<file path="config.mk">
export PLATFORM = sky130hd
export DESIGN_NAME = motion_register_ops
export DESIGN_NICKNAME = d
export VERILOG_FILES = /design/src/motion_register_pkg.sv /design/src/motion_register_file.sv /design/src/motion_register_ops.sv
export SDC_FILE = /design/constraint.sdc
export NUM_CORES = 2
export LEC_CHECK = 0
export ABC_AREA = 0
export BUFFER_PORTS_ARGS = -buffer_cell sky130_fd_sc_hd__buf_2
export CORE_MARGIN = 5
export CORE_UTILIZATION = 35
export CTS_CLUSTER_SIZE = 16
export DETAILED_ROUTE_END_ITERATION = 8
export GPL_ROUTABILITY_DRIVEN = 1
export PLACE_DENSITY = 0.57
export SLEW_MARGIN = 20
export SYNTH_ARGS = -nofsm -noshare
export SYNTH_HDL_FRONTEND = slang
export SYNTH_SLANG_ARGS = --single-unit
</file>
<file path="constraint.sdc">
create_clock -name mclk_in -period 9.4 [get_ports mclk_in]
set_clock_uncertainty 0.05 [all_clocks]
set_input_delay 1.41 -clock mclk_in [delete_from_list [all_inputs] [get_ports mclk_in]]
set_output_delay 1.41 -clock mclk_in [all_outputs]
set_load 0.05 [all_outputs]
</file>
<file path="src/motion_register_pkg.sv">
package motion_register_pkg;
    // register numbering and width
    localparam int REG_COUNT = 9;
    localparam int REG_WIDTH = 32;
    localparam int REG_SEL_WIDTH = 4;
    localparam logic [3:0] REG_FIRST = 4'h1;
    localparam logic [3:0] REG_LAST = 4'h9;
    localparam logic [3:0] REG_EVENT_ONE = 4'h1;
    localparam logic [3:0] REG_EVENT_TWO = 4'h2;
    localparam logic [31:0] REG_RESET_VALUE = 32'h0000_0000;
    // operation codes from the low digit of the F field
    localparam logic [3:0] OP_LOAD = 4'h0;
    localparam logic [3:0] OP_SCALE = 4'h1;
    localparam logic [3:0] OP_MOVE = 4'h2;
    localparam logic [3:0] OP_ADD_SUB = 4'h3;
    localparam logic [3:0] OP_COMPARE = 4'h4;
    localparam logic [3:0] OP_FROM_ABS = 4'h5;
    localparam logic [3:0] OP_TO_ABS = 4'h6;
    localparam logic [3:0] OP_FROM_ENC = 4'h7;
    localparam logic [3:0] OP_FEEDRATE = 4'h8;
    localparam logic [3:0] OP_PARAM = 4'h9;
    localparam logic [3:0] OP_LAST = 4'h9;
    // configuration digit values that keep registers over cycle start
    localparam logic [3:0] KEEP_DIGIT_A = 4'h3;
    localparam logic [3:0] KEEP_DIGIT_B = 4'h4;
    localparam logic [3:0] KEEP_DIGIT_C = 4'h5;
    // bus map (word addresses, byte address = 4 * index)
    localparam int ADDR_WIDTH = 6;
    localparam logic [5:0] ADDR_REG_BASE = 6'h00;
    localparam logic [5:0] ADDR_COMMAND = 6'h0a;
    localparam logic [5:0] ADDR_SOURCE_VALUE = 6'h0b;
    localparam logic [5:0] ADDR_CONTROL = 6'h0c;
    localparam logic [5:0] ADDR_STATUS = 6'h0d;
    localparam logic [5:0] ADDR_X_ABS = 6'h0e;
    localparam logic [5:0] ADDR_Y_ABS = 6'h0f;
    localparam logic [5:0] ADDR_FEEDRATE = 6'h10;
    localparam logic [5:0] ADDR_PARAM_CODE = 6'h11;
    localparam logic [5:0] ADDR_PARAM_VALUE = 6'h12;
    localparam logic [5:0] ADDR_SCALE_X = 6'h13;
    localparam logic [5:0] ADDR_SCALE_Y = 6'h14;
    localparam logic [5:0] ADDR_BCD = 6'h15;
    // command word fields
    localparam int CMD_OP_LSB = 0;
    localparam int CMD_DEST_LSB = 4;
    localparam int CMD_SRC_LSB = 8;
    localparam int CMD_SRC_NEG_BIT = 12;
    localparam int CMD_AXIS_Y_BIT = 13;
    localparam int CMD_VALUE_GIVEN_BIT = 14;
    localparam int CMD_PARAM_LSB = 16;
    // control word fields
    localparam int CTL_CYCLE_START_BIT = 0;
    localparam int CTL_ACTIVE_Y_BIT = 1;
    localparam int CTL_KEEP_DIGIT_LSB = 4;
    localparam logic [31:0] CONTROL_RESET_VALUE = 32'h0000_0000;
    localparam logic [31:0] UNMAPPED_READ_VALUE = 32'h0000_0000;
    // status word bits
    localparam int ST_COMPARE_EQ_BIT = 0;
    localparam int ST_COMPARE_LT_BIT = 1;
    localparam int ST_TERMINATED_BIT = 2;
    localparam int ST_ABS_LOADED_BIT = 3;
    typedef enum logic [1:0] {IDLE, EXECUTE, ANSWER} bus_state_t;
endpackage : motion_register_pkg

</file>
<file path="src/motion_register_file.sv">
`timescale 1ns/1ps
module motion_register_file #(
    parameter int DEPTH = 9,
    parameter int WIDTH = 32
) (
    // clock and reset
    input wire logic mclk_in,
    input wire logic rstn_in,
    // write port
    input wire logic clear_all_in,
    input wire logic write_en_in,
    input wire logic [3:0] write_sel_in,
    input wire logic [WIDTH-1:0] write_data_in,
    // event counters
    input wire logic [1:0] count_en_in,
    // read ports
    input wire logic [3:0] read_a_sel_in,
    input wire logic [3:0] read_b_sel_in,
    output logic [WIDTH-1:0] read_a_out,
    output logic [WIDTH-1:0] read_b_out
);
    import motion_register_pkg::*;
    logic [WIDTH-1:0] mem [DEPTH];
    genvar i;
    generate
        for (i = 0; i < DEPTH; i++) begin : g_reg
            always_ff @(posedge mclk_in or negedge rstn_in) begin
                if (!rstn_in) begin
                    mem[i] <= WIDTH'(REG_RESET_VALUE);
                end else if (clear_all_in) begin
                    mem[i] <= WIDTH'(REG_RESET_VALUE);
                end else if (write_en_in && write_sel_in == 4'(i + 1)) begin
                    mem[i] <= write_data_in;
                end else if (i < 2 && count_en_in[i]) begin
                    // counters only step when no command writes them
                    mem[i] <= mem[i] + WIDTH'(1);
                end
            end
        end
    endgenerate
    // registered read data; index 0 and out of range read zero
    always_ff @(posedge mclk_in or negedge rstn_in) begin
        if (!rstn_in) begin
            read_a_out <= '0;
            read_b_out <= '0;
        end else begin
            read_a_out <= (read_a_sel_in >= REG_FIRST
                && read_a_sel_in <= REG_LAST) ? mem[read_a_sel_in - 4'h1] : '0;
            read_b_out <= (read_b_sel_in >= REG_FIRST
                && read_b_sel_in <= REG_LAST) ? mem[read_b_sel_in - 4'h1] : '0;
        end
    end
endmodule : motion_register_file

</file>
<file path="src/motion_register_ops.sv">
// Decided for this implementation: the address map and the Avalon-MM interface to the registers.
`timescale 1ns/1ps
// What this block does
// - rising edges on testable inputs 1 and 2 count up registers 1 and 2.
// - low F digit selects operation; other digit or source names register 1-9.
// - op 0 loads destination with the given source value, else with external BCD data.
// - op 1 multiplies destination by the active axis scale factor.
// - op 2 copies source register into destination register.
// - op 3 adds source when sign plus, subtracts when sign minus.
// - op 4 compares destination with selected axis absolute position, kept.
// - op 5 loads destination with selected axis absolute position.
// - op 6 overwrites selected axis absolute position with destination.
// - op 7 loads destination with X encoder position.
// - op 8 sets active feedrate from destination register.
// - op 9 writes destination value into the commanded parameter code.
// - out-of-range F field data terminates program execution.
// - cycle start clears all nine registers; resume keeps them.
// - configuration digit 3, 4 or 5 suppresses the cycle start clear.
module motion_register_ops #(
    parameter int WIDTH = 32
) (
    // clock and reset
    input wire logic mclk_in,
    input wire logic rstn_in,
    // avalon-mm slave
    input wire logic [motion_register_pkg::ADDR_WIDTH-1:0] address_in,
    input wire logic read_in,
    input wire logic write_in,
    input wire logic [31:0] writedata_in,
    input wire logic [3:0] byteenable_in,
    output logic [31:0] readdata_out,
    output logic waitrequest_out,
    // testable inputs from pins
    input wire logic [1:0] testable_input_in,
    // position sources
    input wire logic [WIDTH-1:0] x_encoder_position_in,
    // axis and program outputs
    output logic [WIDTH-1:0] x_absolute_position_out,
    output logic [WIDTH-1:0] y_absolute_position_out,
    output logic [WIDTH-1:0] feedrate_out,
    output logic [7:0] param_code_out,
    output logic [WIDTH-1:0] param_value_out,
    output logic param_write_out,
    output logic program_terminate_out
);
    import motion_register_pkg::*;

    bus_state_t state;
    logic [31:0] command;
    logic [31:0] source_value;
    logic [31:0] control;
    logic [WIDTH-1:0] scale_x;
    logic [WIDTH-1:0] scale_y;
    logic [WIDTH-1:0] bcd_data;
    logic compare_eq;
    logic compare_lt;
    logic terminated;
    logic abs_loaded;
    logic [1:0] in_meta;
    logic [1:0] in_sync;
    logic [1:0] in_last;
    logic [1:0] count_en;
    logic [5:0] hold_addr;
    logic hold_write;
    logic [31:0] hold_data;
    logic cmd_start;
    logic cycle_start;
    logic clear_all;
    logic rf_write;
    logic [3:0] rf_sel;
    logic [WIDTH-1:0] rf_data;
    logic [WIDTH-1:0] dest_val;
    logic [WIDTH-1:0] src_val;
    logic [3:0] op;
    logic [3:0] dest_sel;
    logic [3:0] src_sel;
    logic src_neg;
    logic axis_y;
    logic value_given;
    logic op_valid;
    logic [WIDTH-1:0] axis_abs;
    logic [WIDTH-1:0] active_scale;
    logic signed [2*WIDTH-1:0] product;
    logic [3:0] keep_digit;
    logic keep_regs;
    logic [31:0] next_readdata;

    assign op = command[CMD_OP_LSB +: 4];
    assign dest_sel = command[CMD_DEST_LSB +: 4];
    assign src_sel = command[CMD_SRC_LSB +: 4];
    assign src_neg = command[CMD_SRC_NEG_BIT];
    assign axis_y = command[CMD_AXIS_Y_BIT];
    assign value_given = command[CMD_VALUE_GIVEN_BIT];
    assign keep_digit = control[CTL_KEEP_DIGIT_LSB +: 4];
    assign axis_abs = axis_y ? y_absolute_position_out
        : x_absolute_position_out;
    assign active_scale = control[CTL_ACTIVE_Y_BIT] ? scale_y : scale_x;

    // two-stage synchroniser, edge taken from the second stage only
    always_ff @(posedge mclk_in or negedge rstn_in) begin
        if (!rstn_in) begin
            in_meta <= 2'h0;
            in_sync <= 2'h0;
            in_last <= 2'h0;
        end else begin
            in_meta <= testable_input_in;
            in_sync <= in_meta;
            in_last <= in_sync;
        end
    end
    assign count_en = in_sync & ~in_last;

    // avalon handshake: two wait cycles (IDLE and EXECUTE) let register-file reads settle
    always_ff @(posedge mclk_in or negedge rstn_in) begin
        if (!rstn_in) begin
            state <= IDLE;
            hold_addr <= 6'h00;
            hold_write <= 1'b0;
            hold_data <= 32'h0000_0000;
        end else begin
            case (state)
                IDLE: begin
                    if (read_in || write_in) begin
                        state <= EXECUTE;
                        hold_addr <= address_in;
                        hold_write <= write_in;
                        hold_data <= writedata_in;
                    end
                end
                EXECUTE: state <= ANSWER;
                ANSWER: state <= IDLE;
                default: state <= IDLE;
            endcase
        end
    end
    assign waitrequest_out = (state != ANSWER);

    logic wr_take;
    assign wr_take = (state == EXECUTE) && hold_write;
    assign cmd_start = (state == ANSWER) && hold_write
        && hold_addr == ADDR_COMMAND;
    assign cycle_start = wr_take && hold_addr == ADDR_CONTROL
        && hold_data[CTL_CYCLE_START_BIT];
    assign keep_regs = keep_digit == KEEP_DIGIT_A
        || keep_digit == KEEP_DIGIT_B || keep_digit == KEEP_DIGIT_C;
    assign clear_all = cycle_start && !keep_regs;

    // software-written configuration; byte enables respected for command, source value and control only
    function automatic logic [31:0] merge(input logic [31:0] old,
                                          input logic [31:0] data,
                                          input logic [3:0] be);
        logic [31:0] res;
        res = old;
        for (int b = 0; b < 4; b++) begin
            if (be[b]) res[8*b +: 8] = data[8*b +: 8];
        end
        return res;
    endfunction : merge

    logic [3:0] hold_be;
    always_ff @(posedge mclk_in or negedge rstn_in) begin
        if (!rstn_in) begin
            hold_be <= 4'h0;
        end else if (state == IDLE) begin
            hold_be <= byteenable_in;
        end
    end

    always_ff @(posedge mclk_in or negedge rstn_in) begin
        if (!rstn_in) begin
            command <= 32'h0000_0000;
            source_value <= 32'h0000_0000;
            control <= CONTROL_RESET_VALUE;
            scale_x <= WIDTH'(1);
            scale_y <= WIDTH'(1);
            bcd_data <= '0;
        end else if (wr_take) begin
            case (hold_addr)
                ADDR_COMMAND: command <= merge(command, hold_data, hold_be);
                ADDR_SOURCE_VALUE: begin
                    source_value <= merge(source_value, hold_data, hold_be);
                end
                ADDR_CONTROL: begin
                    // cycle start bit is a strobe, never stored
                    control <= merge(control, hold_data, hold_be)
                        & ~(32'h1 << CTL_CYCLE_START_BIT);
                end
                ADDR_SCALE_X: scale_x <= WIDTH'(hold_data);
                ADDR_SCALE_Y: scale_y <= WIDTH'(hold_data);
                ADDR_BCD: bcd_data <= WIDTH'(hold_data);
                default: begin
                end
            endcase
        end
    end

    // operation decode and range check
    assign op_valid = op <= OP_LAST && dest_sel >= REG_FIRST
        && dest_sel <= REG_LAST && (op != OP_MOVE && op != OP_ADD_SUB
        || (src_sel >= REG_FIRST && src_sel <= REG_LAST));

    // product keeps the low word; overflow wraps
    assign product = $signed(dest_val) * $signed(active_scale);

    always_comb begin
        rf_write = 1'b0;
        rf_sel = dest_sel;
        rf_data = dest_val;
        if (cmd_start && op_valid) begin
            case (op)
                OP_LOAD: begin
                    rf_write = 1'b1;
                    rf_data = value_given ? WIDTH'(source_value)
                        : bcd_data;
                end
                OP_SCALE: begin
                    rf_write = 1'b1;
                    rf_data = product[WIDTH-1:0];
                end
                OP_MOVE: begin
                    rf_write = 1'b1;
                    rf_data = src_val;
                end
                OP_ADD_SUB: begin
                    rf_write = 1'b1;
                    rf_data = src_neg ? WIDTH'($signed(dest_val)
                        - $signed(src_val))
                        : WIDTH'($signed(dest_val) + $signed(src_val));
                end
                OP_FROM_ABS: begin
                    rf_write = 1'b1;
                    rf_data = axis_abs;
                end
                OP_FROM_ENC: begin
                    rf_write = 1'b1;
                    rf_data = x_encoder_position_in;
                end
                default: rf_write = 1'b0;
            endcase
        end
    end

    motion_register_file #(
        .DEPTH(REG_COUNT),
        .WIDTH(WIDTH)
    ) u_regs (
        .mclk_in(mclk_in),
        .rstn_in(rstn_in),
        .clear_all_in(clear_all),
        .write_en_in(rf_write),
        .write_sel_in(rf_sel),
        .write_data_in(rf_data),
        .count_en_in(count_en),
        .read_a_sel_in(state == IDLE ? address_in[3:0]
            : wr_take && hold_addr == ADDR_COMMAND
            ? hold_data[CMD_DEST_LSB +: 4] : hold_addr[3:0]),
        .read_b_sel_in(hold_data[CMD_SRC_LSB +: 4]),
        .read_a_out(dest_val),
        .read_b_out(src_val)
    );

    // compare, terminate and axis side effects
    always_ff @(posedge mclk_in or negedge rstn_in) begin
        if (!rstn_in) begin
            compare_eq <= 1'b0;
            compare_lt <= 1'b0;
            terminated <= 1'b0;
            abs_loaded <= 1'b0;
            x_absolute_position_out <= '0;
            y_absolute_position_out <= '0;
            feedrate_out <= '0;
            param_code_out <= 8'h00;
            param_value_out <= '0;
            param_write_out <= 1'b0;
        end else begin
            param_write_out <= 1'b0;
            if (cycle_start) begin
                terminated <= 1'b0;
            end
            if (wr_take && hold_addr == ADDR_X_ABS) begin
                x_absolute_position_out <= WIDTH'(hold_data);
            end
            if (wr_take && hold_addr == ADDR_Y_ABS) begin
                y_absolute_position_out <= WIDTH'(hold_data);
            end
            if (cmd_start && !op_valid) begin
                terminated <= 1'b1;
            end
            if (cmd_start && op_valid) begin
                case (op)
                    OP_COMPARE: begin
                        compare_eq <= dest_val == axis_abs;
                        compare_lt <= $signed(dest_val) < $signed(axis_abs);
                    end
                    OP_TO_ABS: begin
                        abs_loaded <= 1'b1;
                        if (axis_y) begin
                            y_absolute_position_out <= dest_val;
                        end else begin
                            x_absolute_position_out <= dest_val;
                        end
                    end
                    OP_FEEDRATE: feedrate_out <= dest_val;
                    OP_PARAM: begin
                        param_code_out <= command[CMD_PARAM_LSB +: 8];
                        param_value_out <= dest_val;
                        param_write_out <= 1'b1;
                    end
                    default: begin
                    end
                endcase
            end
        end
    end
    assign program_terminate_out = terminated;

    always_comb begin
        next_readdata = UNMAPPED_READ_VALUE;
        if (hold_addr >= ADDR_REG_BASE + 6'(REG_FIRST)
            && hold_addr <= ADDR_REG_BASE + 6'(REG_LAST)) begin
            next_readdata = 32'(dest_val);
        end else begin
            case (hold_addr)
                ADDR_COMMAND: next_readdata = command;
                ADDR_SOURCE_VALUE: next_readdata = source_value;
                ADDR_CONTROL: next_readdata = control;
                ADDR_STATUS: begin
                    next_readdata[ST_COMPARE_EQ_BIT] = compare_eq;
                    next_readdata[ST_COMPARE_LT_BIT] = compare_lt;
                    next_readdata[ST_TERMINATED_BIT] = terminated;
                    next_readdata[ST_ABS_LOADED_BIT] = abs_loaded;
                end
                ADDR_X_ABS: next_readdata = 32'(x_absolute_position_out);
                ADDR_Y_ABS: next_readdata = 32'(y_absolute_position_out);
                ADDR_FEEDRATE: next_readdata = 32'(feedrate_out);
                ADDR_PARAM_CODE: next_readdata = 32'(param_code_out);
                ADDR_PARAM_VALUE: next_readdata = 32'(param_value_out);
                ADDR_SCALE_X: next_readdata = 32'(scale_x);
                ADDR_SCALE_Y: next_readdata = 32'(scale_y);
                ADDR_BCD: next_readdata = 32'(bcd_data);
                default: next_readdata = UNMAPPED_READ_VALUE;
            endcase
        end
    end

    always_ff @(posedge mclk_in or negedge rstn_in) begin
        if (!rstn_in) begin
            readdata_out <= 32'h0000_0000;
        end else if (state == EXECUTE) begin
            readdata_out <= next_readdata;
        end
    end
endmodule : motion_register_ops

</file>
==> results by group <==
Worst setup path
  – Worst EP required: 9.96 ns
  – Worst path arrival time: 9.36 ns
  – CP Max Fanout: 22
  – Critical Path Start Type: flip-flop
  – Worst setup EP type: flip-flop
  – Critical path type: reg2reg
  – Register-to-Register Path Depth: 24

Clock network
  – CTS buffer count: 83
  – Setup Buffers After CTS: 0
  – Later-pin clock latency in the skew report: 0.72 ns
  – Clk buf depth: 3
  – H-tree levels: 3
  – Clk sinks: 767
  – Clock slew at reported path FFs: 0.06 ns
  – Cts-stage hold buffer count: 0
  – Root buffer cell: clkbuf_16
  – Post-cts gate resize count: 0
  – CTS tree: yes

Die
  – Die height: 418 um
  – # rows: 149
  – Core ar.: 0.165 mm^2
  – Starting Density: 0.353
  – Die Width: 418 um
  – Die ar.: 0.175 mm^2
  – Ports: 251

Logic synthesis
  – Syn_nets: 6594
  – Sequential fraction of the synthesis area: 0.329
  – Mapped cell area: 0.0583 mm^2
  – Post-synth EDFFs: 0
  – Synth Instances: 5885
  – Post-synth ARST share: 1.00
  – Ys Warns: 0
  – Seq cells post-synth: 767
  – Synth Flop Type: dfrtp_1
  – Netlist cell types: 86
  – Synthesized area per cell: 9.91 um^2

Place
  – Pre-CTS setup slack: 0.715 ns
  – Port bufs: 250
  – Gpl congestion: 0.967
  – Post-placement cell count: 8043
  – Detailed placement HPWL: 168000 um
  – Area after DPL: 0.0622 mm^2

Cells and area
  – Share of cells above drive strength 1: 0.167
  – Final Non-Filler Cells: 8202
  – Nets: 6648
  – Area grow syn2layout: 11.5%
  – Design area: 0.0651 mm^2
  – Final Util: 0.393

Global routing
  – GRT Total Usage: 0.259
  – First-pass GRT wire length: 336000 um
  – Largest net degree at the start of global routing: 106
  – Initial antenna violation count: 9
  – Total grt overflow: 0
  – Number of global-route vias before repair: 48.1k

Route
  – DR pass1 iterations: 9
  – Via count: 47.8k
  – Final antenna-violating net count: 0
  – Final WL: 231000 um
  – Starting DRT DRC Count: 5207
  – WL per Instance: 28.1 um
  – Routed vias/inst: 5.83
  – Remaining DRCs: 0

Power
  – Seq pwr share: 0.245
  – Design Power: 27.0 mW
  – Logic pwr share: 0.625
  – Pwr/cell area: 415 mW/mm^2
  – Pint: 13.0 mW
  – Sw Ratio: 0.517
  – VDD IR max: 0.440 mV
  – Clock power frac: 0.130
  – Sw Pwr: 14.0 mW
  – Leakage: 29.2 nW

STA
  – Min Tclk post-route: 8.80 ns
  – Setup_tns: 0 ns
  – Top achievable clock speed: 0.114 GHz
  – WHS: 0.297 ns
  – Unrepaired setup endpoints after global routing: false
  – Final worst setup slack: 0.597 ns
  – Fin. max-slew vios: 0
  – Worst slew margin: 0.194
  – Least-Margin Pin Slew: 1.18 ns
  – Endpoints failing setup: 0
  – Final hold viol count: 0
  – Final Cycle Share: 0.936

Min path
  – Min-Delay Path Depth: 0
  – Hold Crit Class: reg2reg

Job
  – Max-cap violations: 0

Run status
  – Status: finished clean
==> registers in the layout, indices dropped and copies added (netlist names), 6 cells and up <==
signal and count:
y_absolute_position_out 32, u_regs.mem 288, x_absolute_position_out 32, feedrate_out 32
param_code_out 8, param_value_out 32, hold_data 32, command 32
readdata_out 32, bcd_data 32, u_regs.read_b_out 32, scale_x 32
control 31, scale_y 32, u_regs.read_a_out 32, source_value 32
hold_addr 6
==> cell type report <==
class	instances	area [um^2]
well taps	2189	2740
clock buffers	121	2410
inverters	442	1660
multi-input cells	4246	36100
diodes	7	17.5
repair buffers	399	2420
fillers	16300	100000
clock inverters	31	464
flip-flops and latches	767	19200
==> worst max-delay path: stages, from the launching register on <==
cell and delay, ns:
dfrtp_2 0.54, buf_4 0.32, buf_4 0.22, mux2_2 0.55, nand2_1 0.16, fa_1 0.45, fa_1 0.54, fa_1 0.56
inv_1 0.06, fa_1 0.43, fa_1 0.48, fa_1 0.62, fa_1 0.45, fa_1 0.48, ha_1 0.32, inv_1 0.13
o21bai_1 0.09, a221oi_1 0.28, o21ai_0 0.13, a31oi_1 0.29, o2bb2ai_1 0.25, a21oi_1 0.16, xnor2_1 0.38, nand3_1 0.41
o22ai_1 0.33
==> kinds of logic after synthesis <==
group / synth area share
adder cells (fa/ha/maj): 0.188
XOR/XNOR: 0.0298
AND/OR/NAND/NOR: 0.142
AO/OA/AOI/OAI: 0.116
multiplexers: 0.139
buffers and inverters: 0.0571
flip-flops: 0.329
==> power by group through the flow <==
stage	combinational [mW]	sequential, mW	clock (mW)
6_report	16.9	6.61	3.52
5_1_grt	18.3	6.71	3.69
3_5_place_dp	16.5	6.57	0
2_1_floorplan	11.0	5.99	0
4_1_cts	16.7	6.52	3.55
3_3_place_gp	16.5	6.52	0
==> cells in the mapped netlist, drive strengths merged, types with 28 or more instances <==
master / count / area [um^2]
ha: 220 / 2750
nand4: 34 / 213
nor2: 292 / 1100
o21ai: 306 / 1540
mux4: 130 / 2930
a211oi: 84 / 651
a221oi: 68 / 602
a21o: 37 / 278
dfrtp: 765 / 19100
a222oi: 35 / 350
nand2b: 28 / 175
mux2: 282 / 3180
buf: 64 / 299
a21oi: 287 / 1440
and2: 325 / 2030
nor3: 43 / 220
fa: 409 / 8190
mux2i: 198 / 1980
nor2b: 85 / 532
a22oi: 37 / 278
nand3: 164 / 821
xnor2: 133 / 1160
nand2: 691 / 2590
xor2: 62 / 551
a31oi: 59 / 388
o22ai: 31 / 194
inv: 441 / 1660
clkbuf: 366 / 1380
==> layout by cell type (no fill, tap or decap), types with 30 or more instances in the layout <==
| master | n |
|---|---|
| a211oi_1 | 80 |
| a21o_1 | 37 |
| a21oi_1 | 285 |
| a221oi_1 | 67 |
| a222oi_1 | 35 |
| a22oi_1 | 37 |
| a31oi_1 | 56 |
| and2_1 | 325 |
| buf_2 | 249 |
| buf_4 | 145 |
| clkbuf_16 | 84 |
| dfrtp_1 | 753 |
| fa_1 | 409 |
| ha_1 | 218 |
| inv_1 | 439 |
| mux2_1 | 30 |
| mux2_2 | 252 |
| mux2i_1 | 193 |
| mux4_2 | 130 |
| nand2_1 | 687 |
| nand3_1 | 161 |
| nand4_1 | 34 |
| nor2_1 | 277 |
| nor2b_1 | 84 |
| nor3_1 | 33 |
| o21ai_0 | 263 |
| o21ai_1 | 41 |
| o22ai_1 | 31 |
| xnor2_1 | 131 |
| xor2_1 | 59 |
==> layer usage <==
metal	up-vias	GRT usage	routed length, um
met3	543	0.0514	19300
li1	20300	-	-
met1	24700	0.347	93700
met2	2297	0.398	103000
met5	-	0	47
met4	6	0.138	14700
==> final timing paths <==
path / end / start / slack, ns
min in group asynchronous: u_regs.mem[284] / rstn_in / 0.77
min reg2reg: in_sync[1] / in_meta[1] / 0.30
max reg2reg: u_regs.mem[159] / control[1] / 0.60
min: in_sync[1] / in_meta[1] / 0.30
max: u_regs.mem[159] / control[1] / 0.60
max in group asynchronous: u_regs.read_a_out[8] / rstn_in / 6.39
No activity file was read; power rests on OpenSTA's default activity.
